<file path="config.mk">
export PLATFORM = sky130hd
export DESIGN_NAME = gauge_cmd_regs
export DESIGN_NICKNAME = d
export VERILOG_FILES = /design/src/logic/gauge_pkg.sv /design/src/logic/gauge_cmd_regs.sv
export SDC_FILE = /design/constraint.sdc
export NUM_CORES = 1
export LEC_CHECK = 0
export BUFFER_PORTS_ARGS = -buffer_cell sky130_fd_sc_hd__buf_4
export CAP_MARGIN = 40
export CORE_MARGIN = 2
export CORE_UTILIZATION = 46
export CTS_CLUSTER_DIAMETER = 120
export DETAILED_ROUTE_END_ITERATION = 7
export PLACE_DENSITY_LB_ADDON = 0.25
export SLEW_MARGIN = 20
export SYNTH_ARGS = -nofsm -noshare
export SYNTH_HDL_FRONTEND = slang
export SYNTH_SLANG_ARGS = --single-unit
</file>
<file path="constraint.sdc">
create_clock -name CLK_IN -period 2.1 [get_ports CLK_IN]
set_clock_uncertainty 0.1 [all_clocks]
set_input_delay 0.315 -clock CLK_IN [delete_from_list [all_inputs] [get_ports CLK_IN]]
set_output_delay 0.315 -clock CLK_IN [all_outputs]
set_load 0.01 [all_outputs]
</file>
<file path="src/logic/gauge_pkg.sv">
package gauge_pkg;
	// ------------------------------------------------------------
	// word layout
	// ------------------------------------------------------------
	localparam int          WORD_W   = 16;          // spi word width
	localparam int          ADDR_HI  = 15;          // register select msb
	localparam int          ADDR_LO  = 13;          // register select lsb
	localparam logic [2:0]  A_CFG    = 3'h0;        // power/enable/cal/config
	localparam logic [2:0]  A_VEL    = 3'h1;        // max velocity
	localparam logic [2:0]  A_POS0   = 3'h2;        // gauge zero target
	localparam logic [2:0]  A_POS1   = 3'h3;        // gauge one target
	// config word bit positions
	localparam int          B_NULL   = 12;          // null command
	localparam int          B_SRC    = 11;          // status source select
	localparam int          B_ACC    = 10;          // accumulator or pointer
	localparam int          B_PSP    = 9;           // position or speed
	localparam int          B_GSEL   = 8;           // output gauge select
	localparam int          B_ZLOC   = 7;           // zero location select
	localparam int          B_ZERO6  = 6;           // must be zero
	localparam int          B_EMU    = 5;           // emulation disable
	localparam int          B_FSEL   = 4;           // calibration freq select
	localparam int          B_ARM    = 3;           // calibration arm
	localparam int          B_SLOW   = 2;           // oscillator slowdown
	localparam int          B_EN1    = 1;           // gauge one drive enable
	localparam int          B_EN0    = 0;           // gauge zero drive enable
	// velocity / position word fields
	localparam int          B_VG1    = 9;           // apply to gauge one
	localparam int          B_VG0    = 8;           // apply to gauge zero
	localparam int          VZ_HI    = 12;          // velocity zero bits msb
	localparam int          VZ_LO    = 10;          // velocity zero bits lsb
	localparam int          IDX_W    = 8;           // velocity index width
	localparam int          B_PZERO  = 12;          // position must be zero
	localparam int          POS_W    = 12;          // target width
	// ------------------------------------------------------------
	// timing
	// ------------------------------------------------------------
	localparam int          CLK_MHZ  = 100;         // system clock rate
	localparam int          CALM_NS  = 10000;       // counter limit, base
	localparam int          CALS_NS  = 15000;       // counter limit, slowed
	localparam int          CNT_W    = 12;          // cal counter width
	localparam logic [11:0] CALM_CYC = 12'(CALM_NS * CLK_MHZ / 1000);
	localparam logic [11:0] CALS_CYC = 12'(CALS_NS * CLK_MHZ / 1000);
	// ------------------------------------------------------------
	// types
	// ------------------------------------------------------------
	typedef struct packed {
		logic [1:0] drive_en;   // per gauge drive enable
		logic       osc_slow;   // oscillator slowdown
		logic       cal_freq;   // calibration frequency select
		logic       emu_dis;    // emulation disable
		logic [1:0] zero_cw;    // per gauge zero at cw end
		logic       src_sel;    // status source select
		logic       acc_ptr;    // accumulator or pointer
		logic       pos_spd;    // position or speed
		logic       out_g;      // output gauge select
	} cfg_t;
	typedef enum logic [2:0] {
		CAL_IDLE = 3'b001,
		CAL_WAIT = 3'b010,
		CAL_CNT  = 3'b100
	} cal_t;
endpackage : gauge_pkg

</file>
<file path="src/logic/gauge_cmd_regs.sv">
`timescale 1ns/1ns
module gauge_cmd_regs #(
	parameter logic [7:0] VEL_TOP = 8'hE1      // top table entry
) (
	input  wire logic        CLK_IN,
	input  wire logic        RST_IN,
	input  wire logic        CS_N_IN,          // chip select pin
	input  wire logic        SCLK_IN,          // serial clock pin
	input  wire logic        SI_IN,            // serial data in pin
	input  wire logic [1:0]  MOVING_IN,        // per gauge moving
	input  wire logic [15:0] DEV_STATUS_IN,    // device status word
	input  wire logic [15:0] ACCUM_IN,         // accumulator word
	input  wire logic [11:0] POS0_IN,          // gauge zero position
	input  wire logic [11:0] POS1_IN,          // gauge one position
	input  wire logic [15:0] VSTEP_IN,         // velocity step word
	input  wire logic [7:0]  SPEED0_IN,        // gauge zero speed
	input  wire logic [7:0]  SPEED1_IN,        // gauge one speed
	output logic             SO_OUT,           // serial data out
	output logic             SO_OE_OUT,        // serial out enable
	output logic [1:0]       DRIVE_EN_OUT,     // output stage enable
	output logic             STANDBY_OUT,      // low current standby
	output logic             OSC_SLOW_OUT,     // oscillator slowdown
	output logic             CAL_FREQ_OUT,     // calibration target
	output logic             EMU_DIS_OUT,      // emulation disabled
	output logic [1:0]       ZERO_CW_OUT,      // zero at cw end
	output logic [7:0]       VMAX0_OUT,        // gauge zero max index
	output logic [7:0]       VMAX1_OUT,        // gauge one max index
	output logic [1:0]       RAMP_DOWN_OUT,    // slow down request
	output logic [11:0]      TARGET0_OUT,      // gauge zero target
	output logic [11:0]      TARGET1_OUT,      // gauge one target
	output logic             CAL_BUSY_OUT,     // calibration armed
	output logic             CAL_DONE_OUT,     // calibration pulse end
	output logic [11:0]      CAL_COUNT_OUT,    // measured pulse cycles
	output logic             CAL_FAULT_OUT     // counter overrun
);
	// ------------------------------------------------------------
	// pin synchronisers
	// ------------------------------------------------------------
	logic [2:0] pin_m_q;    // first stage {cs, sck, si}
	logic [2:0] pin_s_q;    // second stage
	logic [2:0] pin_p_q;    // previous synced value

	// two flops per pin, then one for edges
	always_ff @(posedge CLK_IN) begin
		if (RST_IN) begin
			pin_m_q <= 3'h4;
			pin_s_q <= 3'h4;
			pin_p_q <= 3'h4;
		end else begin
			pin_m_q <= {CS_N_IN, SCLK_IN, SI_IN};
			pin_s_q <= pin_m_q;
			pin_p_q <= pin_s_q;
		end
	end

	logic cs_fall;          // chip select falls
	logic cs_rise;          // chip select rises
	logic sck_rise;         // serial clock rises
	logic sck_fall;         // serial clock falls
	logic cs_low;           // transfer window open
	assign cs_fall  = pin_p_q[2] & ~pin_s_q[2];
	assign cs_rise  = ~pin_p_q[2] & pin_s_q[2];
	assign sck_rise = ~pin_p_q[1] & pin_s_q[1];
	assign sck_fall = pin_p_q[1] & ~pin_s_q[1];
	assign cs_low   = ~pin_s_q[2];

	// ------------------------------------------------------------
	// functions
	// ------------------------------------------------------------
	// serial output source from the config
	function automatic logic [15:0] sel_word(input gauge_pkg::cfg_t c);
		logic [11:0] p;
		p = c.out_g ? POS1_IN : POS0_IN;
		if (!c.src_sel)
			sel_word = DEV_STATUS_IN;
		else if (!c.acc_ptr)
			sel_word = ACCUM_IN;
		else if (!c.pos_spd)
			sel_word = {4'h0, p};
		else
			sel_word = VSTEP_IN;
	endfunction : sel_word

	// clamp an index to the table top
	function automatic logic [7:0] clamp(input logic [7:0] i);
		clamp = (i > VEL_TOP) ? VEL_TOP : i;
	endfunction : clamp

	// ------------------------------------------------------------
	// state
	// ------------------------------------------------------------
	logic [15:0]       sh_q, sh_d;     // shift register
	logic [3:0]        bit_q, bit_d;   // bits mod 16
	logic              any_q, any_d;   // any bit taken
	logic              so_q, so_d;
	logic              oe_q, oe_d;
	gauge_pkg::cfg_t   cfg_q, cfg_d;
	logic [7:0]        vm0_q, vm0_d;
	logic [7:0]        vm1_q, vm1_d;
	logic [1:0]        rd_q, rd_d;
	logic [11:0]       t0_q, t0_d;
	logic [11:0]       t1_q, t1_d;
	gauge_pkg::cal_t   cal_q, cal_d;
	logic [11:0]       cc_q, cc_d;     // pulse counter
	logic [11:0]       cr_q, cr_d;     // last result
	logic              cd_q, cd_d;     // done pulse
	logic              cf_q, cf_d;     // fault flag
	logic [15:0]       w;              // committed word
	logic [2:0]        addr;
	logic              commit;         // whole word taken
	logic              ok_cfg, ok_vel, ok_pos;
	logic [11:0]       lim;            // counter limit

	assign w    = sh_q;
	assign addr = w[gauge_pkg::ADDR_HI:gauge_pkg::ADDR_LO];
	// whole words only, never during a calibration pulse
	assign commit = cs_rise & any_q & (bit_q == 4'h0)
		& (cal_q != gauge_pkg::CAL_CNT);
	// must-be-zero checks
	assign ok_cfg = ~w[gauge_pkg::B_ZERO6] & ~w[gauge_pkg::B_NULL];
	assign ok_vel = (w[gauge_pkg::VZ_HI:gauge_pkg::VZ_LO] == 3'h0);
	assign ok_pos = ~w[gauge_pkg::B_PZERO];
	assign lim = cfg_q.osc_slow ? gauge_pkg::CALS_CYC
		: gauge_pkg::CALM_CYC;

	// ------------------------------------------------------------
	// next state
	// ------------------------------------------------------------
	always_comb begin
		sh_d  = sh_q;
		bit_d = bit_q;
		any_d = any_q;
		so_d  = so_q;
		oe_d  = oe_q;
		cfg_d = cfg_q;
		vm0_d = vm0_q;
		vm1_d = vm1_q;
		t0_d  = t0_q;
		t1_d  = t1_q;
		cal_d = cal_q;
		cc_d  = cc_q;
		cr_d  = cr_q;
		cd_d  = 1'b0;
		cf_d  = cf_q;
		// serial shifting, idle during a calibration pulse
		if (cs_fall && cal_q != gauge_pkg::CAL_WAIT) begin
			sh_d  = sel_word(cfg_q);
			bit_d = 4'h0;
			any_d = 1'b0;
			oe_d  = 1'b1;
		end else if (cs_low && cal_q == gauge_pkg::CAL_IDLE) begin
			if (sck_rise) begin
				so_d = sh_q[gauge_pkg::WORD_W-1];
			end
			if (sck_fall) begin
				sh_d  = {sh_q[14:0], pin_s_q[0]};
				bit_d = bit_q + 4'h1;
				any_d = 1'b1;
			end
		end
		if (cs_rise) begin
			oe_d = 1'b0;
		end
		// register commit
		if (commit) begin
			case (addr)
			gauge_pkg::A_CFG: begin
				if (ok_cfg) begin
					cfg_d.drive_en = {w[gauge_pkg::B_EN1],
						w[gauge_pkg::B_EN0]};
					cfg_d.osc_slow = w[gauge_pkg::B_SLOW];
					cfg_d.cal_freq = w[gauge_pkg::B_FSEL];
					cfg_d.emu_dis  = w[gauge_pkg::B_EMU];
					cfg_d.zero_cw[w[gauge_pkg::B_GSEL]] =
						w[gauge_pkg::B_ZLOC];
					cfg_d.src_sel  = w[gauge_pkg::B_SRC];
					cfg_d.acc_ptr  = w[gauge_pkg::B_ACC];
					cfg_d.pos_spd  = w[gauge_pkg::B_PSP];
					cfg_d.out_g    = w[gauge_pkg::B_GSEL];
					if (w[gauge_pkg::B_ARM] && (cfg_q.drive_en == 2'h0
						|| MOVING_IN == 2'h0)) begin
						cal_d = gauge_pkg::CAL_WAIT;
						cf_d  = 1'b0;
					end
				end
			end
			gauge_pkg::A_VEL: begin
				if (ok_vel) begin
					if (w[gauge_pkg::B_VG0]) begin
						vm0_d = clamp(w[gauge_pkg::IDX_W-1:0]);
					end
					if (w[gauge_pkg::B_VG1]) begin
						vm1_d = clamp(w[gauge_pkg::IDX_W-1:0]);
					end
				end
			end
			gauge_pkg::A_POS0: begin
				if (ok_pos) begin
					t0_d = w[gauge_pkg::POS_W-1:0];
				end
			end
			gauge_pkg::A_POS1: begin
				if (ok_pos) begin
					t1_d = w[gauge_pkg::POS_W-1:0];
				end
			end
			default: begin
				// other addresses belong elsewhere
			end
			endcase
		end
		// calibration pulse measurement
		case (cal_q)
		gauge_pkg::CAL_IDLE: begin
		end
		gauge_pkg::CAL_WAIT: begin
			if (cs_fall) begin
				cal_d = gauge_pkg::CAL_CNT;
				cc_d  = 12'h001;
			end
		end
		gauge_pkg::CAL_CNT: begin
			if (cs_rise) begin
				cal_d = gauge_pkg::CAL_IDLE;
				cr_d  = cc_q;
				cd_d  = 1'b1;
				cf_d  = cf_q | (cc_q > lim);
			end else if (cc_q != 12'hFFF) begin
				cc_d = cc_q + 12'h001;
			end
		end
		default: begin
			cal_d = gauge_pkg::CAL_IDLE;
		end
		endcase
	end

	// overspeed against the limits held before this cycle's write
	always_comb begin
		rd_d[0] = (SPEED0_IN > vm0_q);
		rd_d[1] = (SPEED1_IN > vm1_q);
	end

	// ------------------------------------------------------------
	// registers
	// ------------------------------------------------------------
	always_ff @(posedge CLK_IN) begin
		if (RST_IN) begin
			sh_q  <= 16'h0000;
			bit_q <= 4'h0;
			any_q <= 1'b0;
			so_q  <= 1'b0;
			oe_q  <= 1'b0;
			cfg_q <= '0;                  // emulation on, drives off
			vm0_q <= VEL_TOP;
			vm1_q <= VEL_TOP;
			rd_q  <= 2'h0;
			t0_q  <= 12'h000;
			t1_q  <= 12'h000;
			cal_q <= gauge_pkg::CAL_IDLE;
			cc_q  <= 12'h000;
			cr_q  <= 12'h000;
			cd_q  <= 1'b0;
			cf_q  <= 1'b0;
		end else begin
			sh_q  <= sh_d;
			bit_q <= bit_d;
			any_q <= any_d;
			so_q  <= so_d;
			oe_q  <= oe_d;
			cfg_q <= cfg_d;
			vm0_q <= vm0_d;
			vm1_q <= vm1_d;
			rd_q  <= rd_d;
			t0_q  <= t0_d;
			t1_q  <= t1_d;
			cal_q <= cal_d;
			cc_q  <= cc_d;
			cr_q  <= cr_d;
			cd_q  <= cd_d;
			cf_q  <= cf_d;
		end
	end

	// ------------------------------------------------------------
	// outputs
	// ------------------------------------------------------------
	assign SO_OUT        = so_q;
	assign SO_OE_OUT     = oe_q;
	assign DRIVE_EN_OUT  = cfg_q.drive_en;
	assign OSC_SLOW_OUT  = cfg_q.osc_slow;
	assign CAL_FREQ_OUT  = cfg_q.cal_freq;
	assign EMU_DIS_OUT   = cfg_q.emu_dis;
	assign ZERO_CW_OUT   = cfg_q.zero_cw;
	assign VMAX0_OUT     = vm0_q;
	assign VMAX1_OUT     = vm1_q;
	assign RAMP_DOWN_OUT = rd_q;
	assign TARGET0_OUT   = t0_q;
	assign TARGET1_OUT   = t1_q;
	assign CAL_BUSY_OUT  = cal_q[1] | cal_q[2];
	assign CAL_DONE_OUT  = cd_q;
	assign CAL_COUNT_OUT = cr_q;
	assign CAL_FAULT_OUT = cf_q;

	// standby mirrors both drives off, from its own flop
	logic stby_q;
	always_ff @(posedge CLK_IN) begin
		if (RST_IN) begin
			stby_q <= 1'b1;
		end else begin
			stby_q <= (cfg_d.drive_en == 2'h0);
		end
	end
	assign STANDBY_OUT = stby_q;
endmodule : gauge_cmd_regs

</file>
==> results.py, run 1 <==
metrics = {
    "routing": {
        "ant_nets": 0,
        "vias": 5549,
        "drtIter0Drc": 292,
        "drt-vias-per-instance": 5.336,
        "finalWirelength_mm": 15.97,
        "drc": 0,
        "dr.pass1.iters": 5,
        "wl_per_cell_microns": 15.36,
    },
    "global_routing": {
        "grtUsageTotal": 0.2425,
        "busiest_layer": "met2",
        "use_met2": 0.4062,
        "met3_usage": 0.05544,
        "antenna_found_initial": 0,
        "grt_max_degree": 37,
        "grtUsageMet1": 0.3079,
        "grt_pass1_wl_mm": 25.63,
        "grt_pass1_vias": 5443,
        "gr-total-overflow": 0,
    },
    "die": {
        "fp.dieArea_sq_mm": 0.01341,
        "ios": 162,
        "rows": 40,
        "core_area_sq_mm": 0.01211,
        "initial_core_util": 0.4749,
        "die_w_microns": 115.8,
        "die_height_microns": 115.8,
    },
    "critical_path": {
        "crit_required_ns": 2.30,
        "start_kind": "register",
        "critical_path.max_fanout": 6,
        "r2r.worst_path.cells": 5,
        "critPathArrivalTime_ns": 2.22,
        "crit_type": "register to register",
        "endpoint_kind": "register",
    },
    "sta": {
        "tns_ns": 0,
        "max_slew_margin": 0.6153,
        "hold_violations": 0,
        "slew_violations": 0,
        "finalCritPeriodShare": 0.9622,
        "fin_crit_ns": 2.021,
        "max_freq_mhz": 494.9,
        "worst_pin_slew_ns": 0.5771,
        "setup-violations-final": 0,
    },
    "logic_synthesis": {
        "synth_edf_count": 0,
        "synth_area_per_cell_sq_um": 8.300,
        "ys_seq_area_frac": 0.3968,
        "ys.flop_type": "dfxtp_1",
        "yosys_warnings": 0,
        "synth_cells": 693,
        "synth_cell_type_count": 61,
        "async_flop_share": 0,
        "synthesis.area_sq_mm": 0.005752,
        "syn_nets": 813,
        "ys_ff_latch": 114,
    },
    "hold_path": {
        "hold_path_depth": 2,
        "hp-class": "primary input to register",
    },
    "layout": {
        "fillers": 1032,
        "drive_gt1_frac": 0.3039,
        "num-nets-final": 979,
        "areaGrowthSynthToFinish_pct": 35.85,
        "final_area_sq_mm": 0.007814,
        "diodes": 0,
    },
    "clock_tree": {
        "cts_setup_buffers": 0,
        "clock_latency_ns": 0.42,
        "root_buffer": "clkbuf_16",
        "cts_tree": "done",
        "clk_pin_slew_ns": 0.06,
        "cts_buffers": 17,
        "cts.sinks": 114,
        "clockBufferDepth": 2,
        "cts.htree.levels": 4,
    },
    "place": {
        "dpl.hpwl_mm": 11.89,
        "globalplace.congestion": 0.9174,
        "io_buffers": 161,
        "post_dp_cell_area_sq_mm": 0.007201,
    },
    "run_status": {
        "status": "finished, final reports clean",
    },
    "pwr": {
        "peakVddDrop_mv": 0.4725,
        "p_leak_nw": 3.289,
        "p_per_area_mw_per_mm2": 686.1,
    },
    "job": {
        "drv_cap": 0,
    },
}
## cell type report
type,count,area [sq um],area share
Timing Repair Buffer,196,1486,0.1902
Multi-Input combinational cell,497,3132,0.4008
Tap cell,168,210.2,0.02690
Clock buffer,19,452.9,0.05797
Clock inverter,13,125.1,0.01601
Sequential cell,114,2283,0.2922
Inverter,33,123.9,0.01585
## timing repair
action                     4_1_cts  5_1_grt
setup endpoints to repair        0       47
hold buffers                     1        0
hold endpoints to repair         1        0
gates resized for setup          0        4
## worst max-delay path, cell delays in order, from the launching register on
cell,delay (ns)
dfxtp_1,0.33
and2b_1,0.26
nand3b_1,0.23
a21o_1,0.27
or3_1,0.38
mux2_1,0.32
## stage by stage
step                        util  power (mW)  worst slack (ns)  instances  hold WS, ns
after floorplan                -       2.421            0.1743        693       0.2895
after global placement    0.5945       2.614           0.05304       1006       0.3019
after detailed placement  0.5945       2.625           0.03779       1006       0.3030
after CTS                 0.6431       5.387          0.004841       1039     0.001346
after global routing      0.6451       5.521         -0.002531       1040     0.004307
final                     0.6451       5.361           0.07947       1040     0.006084
## registers in the layout, summed over array words and instances (netlist names), named ones only
name,cells
TARGET1_OUT,12
SO_OUT,1
STANDBY_OUT,1
TARGET0_OUT,12
CAL_FAULT_OUT,1
pin_s_q,3
cfg_q,4
CAL_FREQ_OUT,1
pin_p_q,2
sh_q,16
DRIVE_EN_OUT,2
CAL_COUNT_OUT,12
cal_q,3
EMU_DIS_OUT,1
VMAX1_OUT,8
bit_q,4
CAL_DONE_OUT,1
RAMP_DOWN_OUT,2
cc_q,12
SO_OE_OUT,1
OSC_SLOW_OUT,1
pin_m_q,3
VMAX0_OUT,8
any_q,1
## worst paths after layout
path	from	end	slack, ns
worst max-delay path	pin_s_q[2]	cc_q[7]	0.08
worst min-delay path	SI_IN	pin_m_q[0]	0.006
worst max register to register	pin_s_q[2]	cc_q[7]	0.08
worst min register to register	pin_m_q[2]	pin_s_q[2]	0.32
## cells in the final DEF (no fill, tap or decap), types with 3 or more instances in the layout
| cell | n |
|---|---|
| a211oi_1 | 19 |
| a21o_1 | 7 |
| a21oi_1 | 85 |
| a221oi_1 | 12 |
| a31oi_1 | 8 |
| and3_1 | 5 |
| buf_4 | 193 |
| clkbuf_16 | 17 |
| clkinvlp_4 | 5 |
| dfxtp_1 | 113 |
| ha_1 | 25 |
| inv_1 | 32 |
| inv_6 | 4 |
| mux2_2 | 12 |
| mux2i_1 | 18 |
| nand2_1 | 104 |
| nand2b_1 | 5 |
| nand3_1 | 22 |
| nand4_1 | 9 |
| nor2_1 | 47 |
| nor2b_1 | 27 |
| nor3_1 | 13 |
| o21a_1 | 6 |
| o21ai_0 | 9 |
| o21ai_1 | 5 |
| o21bai_1 | 3 |
| o41ai_1 | 3 |
| or2_2 | 3 |
| xnor2_1 | 7 |
## metal layers
metal,part of all wire,up-vias
met3,0.058,18
met4,0.013,0
met2,0.49,164
li1,-,2765
met5,0,-
met1,0.44,2602
## power breakdown
group          internal [mW]  leakage (nW)  total (mW)  switching (mW)
sequential              2.19         0.923        2.22          0.0357
combinational          0.206          2.10       0.359           0.152
clock                   1.70         0.269        2.78            1.08
## cell families (layout without fill, tap and decap cells)
family,after synthesis,count (layout),share of synthesized area
muxes,31,31,0.05678
adders and majority gates,25,25,0.05438
buffers and inverters,82,261,0.06221
xor gates and xnor gates,7,7,0.01066
and+or+nand+nor,261,261,0.2241
AOI/OAI and AO/OA,173,173,0.1951
DFF,114,114,0.3968
## Yosys cell counts (2+ instances only)
cell / number / share of area
a2111oi_4: 2 / 0.0096
a211oi_1: 19 / 0.025
a211oi_2: 2 / 0.0043
a21o_1: 7 / 0.0091
a21oi_1: 85 / 0.074
a221oi_1: 12 / 0.018
a311oi_1: 2 / 0.0030
a31oi_1: 8 / 0.0087
and3_1: 5 / 0.0054
buf_1: 3 / 0.0020
buf_2: 7 / 0.0061
buf_4: 5 / 0.0065
buf_6: 3 / 0.0059
clkbuf_1: 31 / 0.020
dfxtp_1: 114 / 0.40
ha_1: 25 / 0.054
inv_1: 32 / 0.021
mux2_2: 12 / 0.023
mux2i_1: 18 / 0.031
nand2_1: 104 / 0.068
nand2b_1: 5 / 0.0054
nand3_1: 22 / 0.019
nand3b_1: 2 / 0.0026
nand4_1: 9 / 0.0098
nor2_1: 47 / 0.031
nor2_2: 2 / 0.0022
nor2_4: 2 / 0.0039
nor2b_1: 27 / 0.029
nor3_1: 13 / 0.011
nor4b_1: 2 / 0.0030
o21a_1: 6 / 0.0078
o21ai_0: 9 / 0.0078
o21ai_1: 6 / 0.0052
o21bai_1: 3 / 0.0039
o22ai_1: 2 / 0.0022
o41ai_1: 3 / 0.0046
or2_2: 3 / 0.0033
or3_1: 4 / 0.0043
or3b_1: 2 / 0.0030
xnor2_1: 7 / 0.011
(Power assumes the default switching activity.)
==> run 2: changes to the inputs <==
--- a/config.mk
+++ b/config.mk
@@ -12,6 +12,7 @@
 export CTS_CLUSTER_DIAMETER = 120
 export DETAILED_ROUTE_END_ITERATION = 7
 export PLACE_DENSITY_LB_ADDON = 0.25
+export RECOVER_POWER = 25
 export SLEW_MARGIN = 20
 export SYNTH_ARGS = -nofsm -noshare
 export SYNTH_HDL_FRONTEND = slang
==> run 2 against run 1 <==
Clock-buffer cell count unchanged; clock power about the same; non-clock buffer count unchanged; critical endpoint unchanged; largest cell class unchanged.
==> results.py, run 2 (synthesized netlist as in run 1, its figures left out) <==
metrics = {
    "run_status": {
        "status": "finished, final reports clean",
    },
    "die": {
        "core_area_sq_mm": 0.01211,
        "ios": 162,
        "initial_core_util": 0.4749,
        "fp.dieArea_sq_mm": 0.01341,
        "rows": 40,
        "die_w_microns": 115.8,
        "die_height_microns": 115.8,
    },
    "place": {
        "post_dp_cell_area_sq_mm": 0.007201,
        "globalplace.congestion": 0.9174,
        "dpl.hpwl_mm": 11.89,
        "place_ws_ns": 0.03779,
        "io_buffers": 161,
    },
    "global_routing": {
        "antenna_found_initial": 0,
        "grt_pass1_wl_mm": 25.63,
        "grt_max_degree": 37,
        "gr-total-overflow": 0,
        "grtUsageTotal": 0.2425,
        "grt_pass1_vias": 5443,
    },
    "layout": {
        "final_cell_mix": "buf_4 (154), dfxtp_1 (113), nand2_1 (104)",
        "mostFrequentLayoutCell": "buf_4",
        "seq_area_sq_mm": 0.002283,
        "largest_register": "sh_q",
        "drive_gt1_frac": 0.2603,
        "diodes": 0,
        "utilization": 0.6334,
        "final_area_sq_mm": 0.007671,
        "areaGrowthSynthToFinish_pct": 33.37,
        "largest_reg_flops": 16,
        "num-nets-final": 979,
        "multiInputGateArea_sq_mm": 0.003132,
        "fillers": 1057,
    },
    "clock_tree": {
        "cts.sinks": 114,
        "root_buffer": "clkbuf_16",
        "clk_pin_slew_ns": 0.06,
        "cts.htree.levels": 4,
        "cts_buffers": 17,
        "clock_latency_ns": 0.41,
        "cts_setup_buffers": 0,
        "clockBufferDepth": 2,
        "cts_tree": "done",
    },
    "critical_path": {
        "crit_required_ns": 2.30,
        "max_stage_delay_ns": 0.53,
        "crit_type": "register to register",
        "critPathArrivalTime_ns": 2.22,
        "r2r.worst_path.cells": 4,
        "r2r-end": "cc_q[7]",
        "crit_slowest_cell": "a2111oi_4",
        "regToRegStartpoint": "cal_q[2]",
        "worst-r2r-setup-slack_ns": 0.07,
        "path_cells": "and4bb_2 > a2111oi_4 > or3_1 > mux2_1",
        "endpoint_kind": "register",
        "critPathBufInv": 0,
        "start_kind": "register",
        "critical_path.max_fanout": 8,
        "path_delay_family": "compound AO/OA/AOI/OAI gates",
    },
    "routing": {
        "drc": 0,
        "drt-vias-per-instance": 5.340,
        "wl_per_cell_microns": 15.41,
        "vias": 5554,
        "drtIter0Drc": 311,
        "ant_nets": 0,
        "dr.pass1.iters": 6,
        "finalWirelength_mm": 16.02,
    },
    "pwr": {
        "p_switching_mw": 1.262,
        "p_seq_frac": 0.415,
        "p_leak_nw": 3.133,
        "peakVddDrop_mv": 0.4708,
        "p_per_area_mw_per_mm2": 698.3,
        "total_power_mw": 5.357,
        "intPower_mw": 4.095,
        "swShare": 0.2355,
        "clockPowerShare": 0.518,
        "pwr-share-comb": 0.067,
    },
    "sta": {
        "fin_crit_ns": 2.026,
        "slew_violations": 0,
        "finalCritPeriodShare": 0.9648,
        "worst_pin_slew_ns": 0.5822,
        "max_freq_mhz": 493.5,
        "setup-violations-final": 0,
        "tns_ns": 0,
        "worst_slack_ns": 0.07385,
        "max_slew_margin": 0.6119,
        "hold_violations": 0,
    },
    "hold_path": {
        "min_from": "SI_IN",
        "hold_path_depth": 2,
        "hold_end": "pin_m_q[0]",
        "hp-class": "primary input to register",
    },
    "job": {
        "drv_cap": 0,
    },
}
run 2: cell count changes in the layout (fill, tap and decap cells not counted), sizes merged:
| cell | before | now |
|---|---|---|
| clkbuf | 20 | 59 |
| buf | 194 | 155 |
run 2: per-stage QoR:
stage                     hold slack [ns]  instances
after floorplan                    0.2895        693
after global placement             0.3019       1006
after detailed placement           0.3030       1006
after CTS                        0.001346       1039
after global routing             0.004307       1040
final                            0.007643       1040
run 2: timing repair:
action / in CTS / in global routing
hold endpoints to repair: 1 / 0
hold buffers: 1 / 0
gates resized for setup: 0 / 4
endpoints found under the setup margin: 0 / 47
run 2: routing by layer:
| layer | part of all wire | GRT usage | wire (microns) |
|---|---|---|---|
| met5 | 0 | 0 | 0 |
| met2 | 0.48 | 0.4062 | 7723 |
| met3 | 0.055 | 0.05544 | 876 |
| met1 | 0.45 | 0.3079 | 7198 |
| met4 | 0.014 | 0.08571 | 224 |
run 2: how the worst max path moves through the flow:
stage                  start              to  slack (ns)  depth (start not counted)
detailed placement  cal_q[1]  TARGET0_OUT[7]        0.04                          6
global placement    cal_q[1]         sh_q[3]        0.05                          5
CTS                 cal_q[1]  TARGET0_OUT[7]       0.005                          6
global route        sh_q[12]    VMAX0_OUT[6]      -0.003                          6
finish              cal_q[2]         cc_q[7]        0.07                          4
floorplan           cal_q[1]         sh_q[6]        0.17                          8
run 2: power groups by stage:
| stage | combinational [mW] | clock (mW) | sequential (mW) |
|---|---|---|---|
| final | 0.357 | 2.77 | 2.23 |
| after CTS | 0.359 | 2.81 | 2.22 |
| after global placement | 0.345 | 0 | 2.27 |
| after floorplan | 0.169 | 0 | 2.25 |
| after global routing | 0.391 | 2.90 | 2.23 |
| after detailed placement | 0.356 | 0 | 2.27 |
run 2: worst reg2reg max path, cell delays in order, from the launching register on:
cell       delay, ns
dfxtp_1         0.47
and4bb_2        0.32
a2111oi_4       0.53
or3_1           0.19
mux2_1          0.31
run 2: layout make-up:
| class | instances | share of cell area |
|---|---|---|
| multi-input combinational | 497 | 0.4083 |
| clock buffer | 19 | 0.05904 |
| clock inverter | 13 | 0.01631 |
| timing repair buffer | 196 | 0.1752 |
| tap | 168 | 0.02740 |
| sequential | 114 | 0.2977 |
| inverter | 33 | 0.01615 |
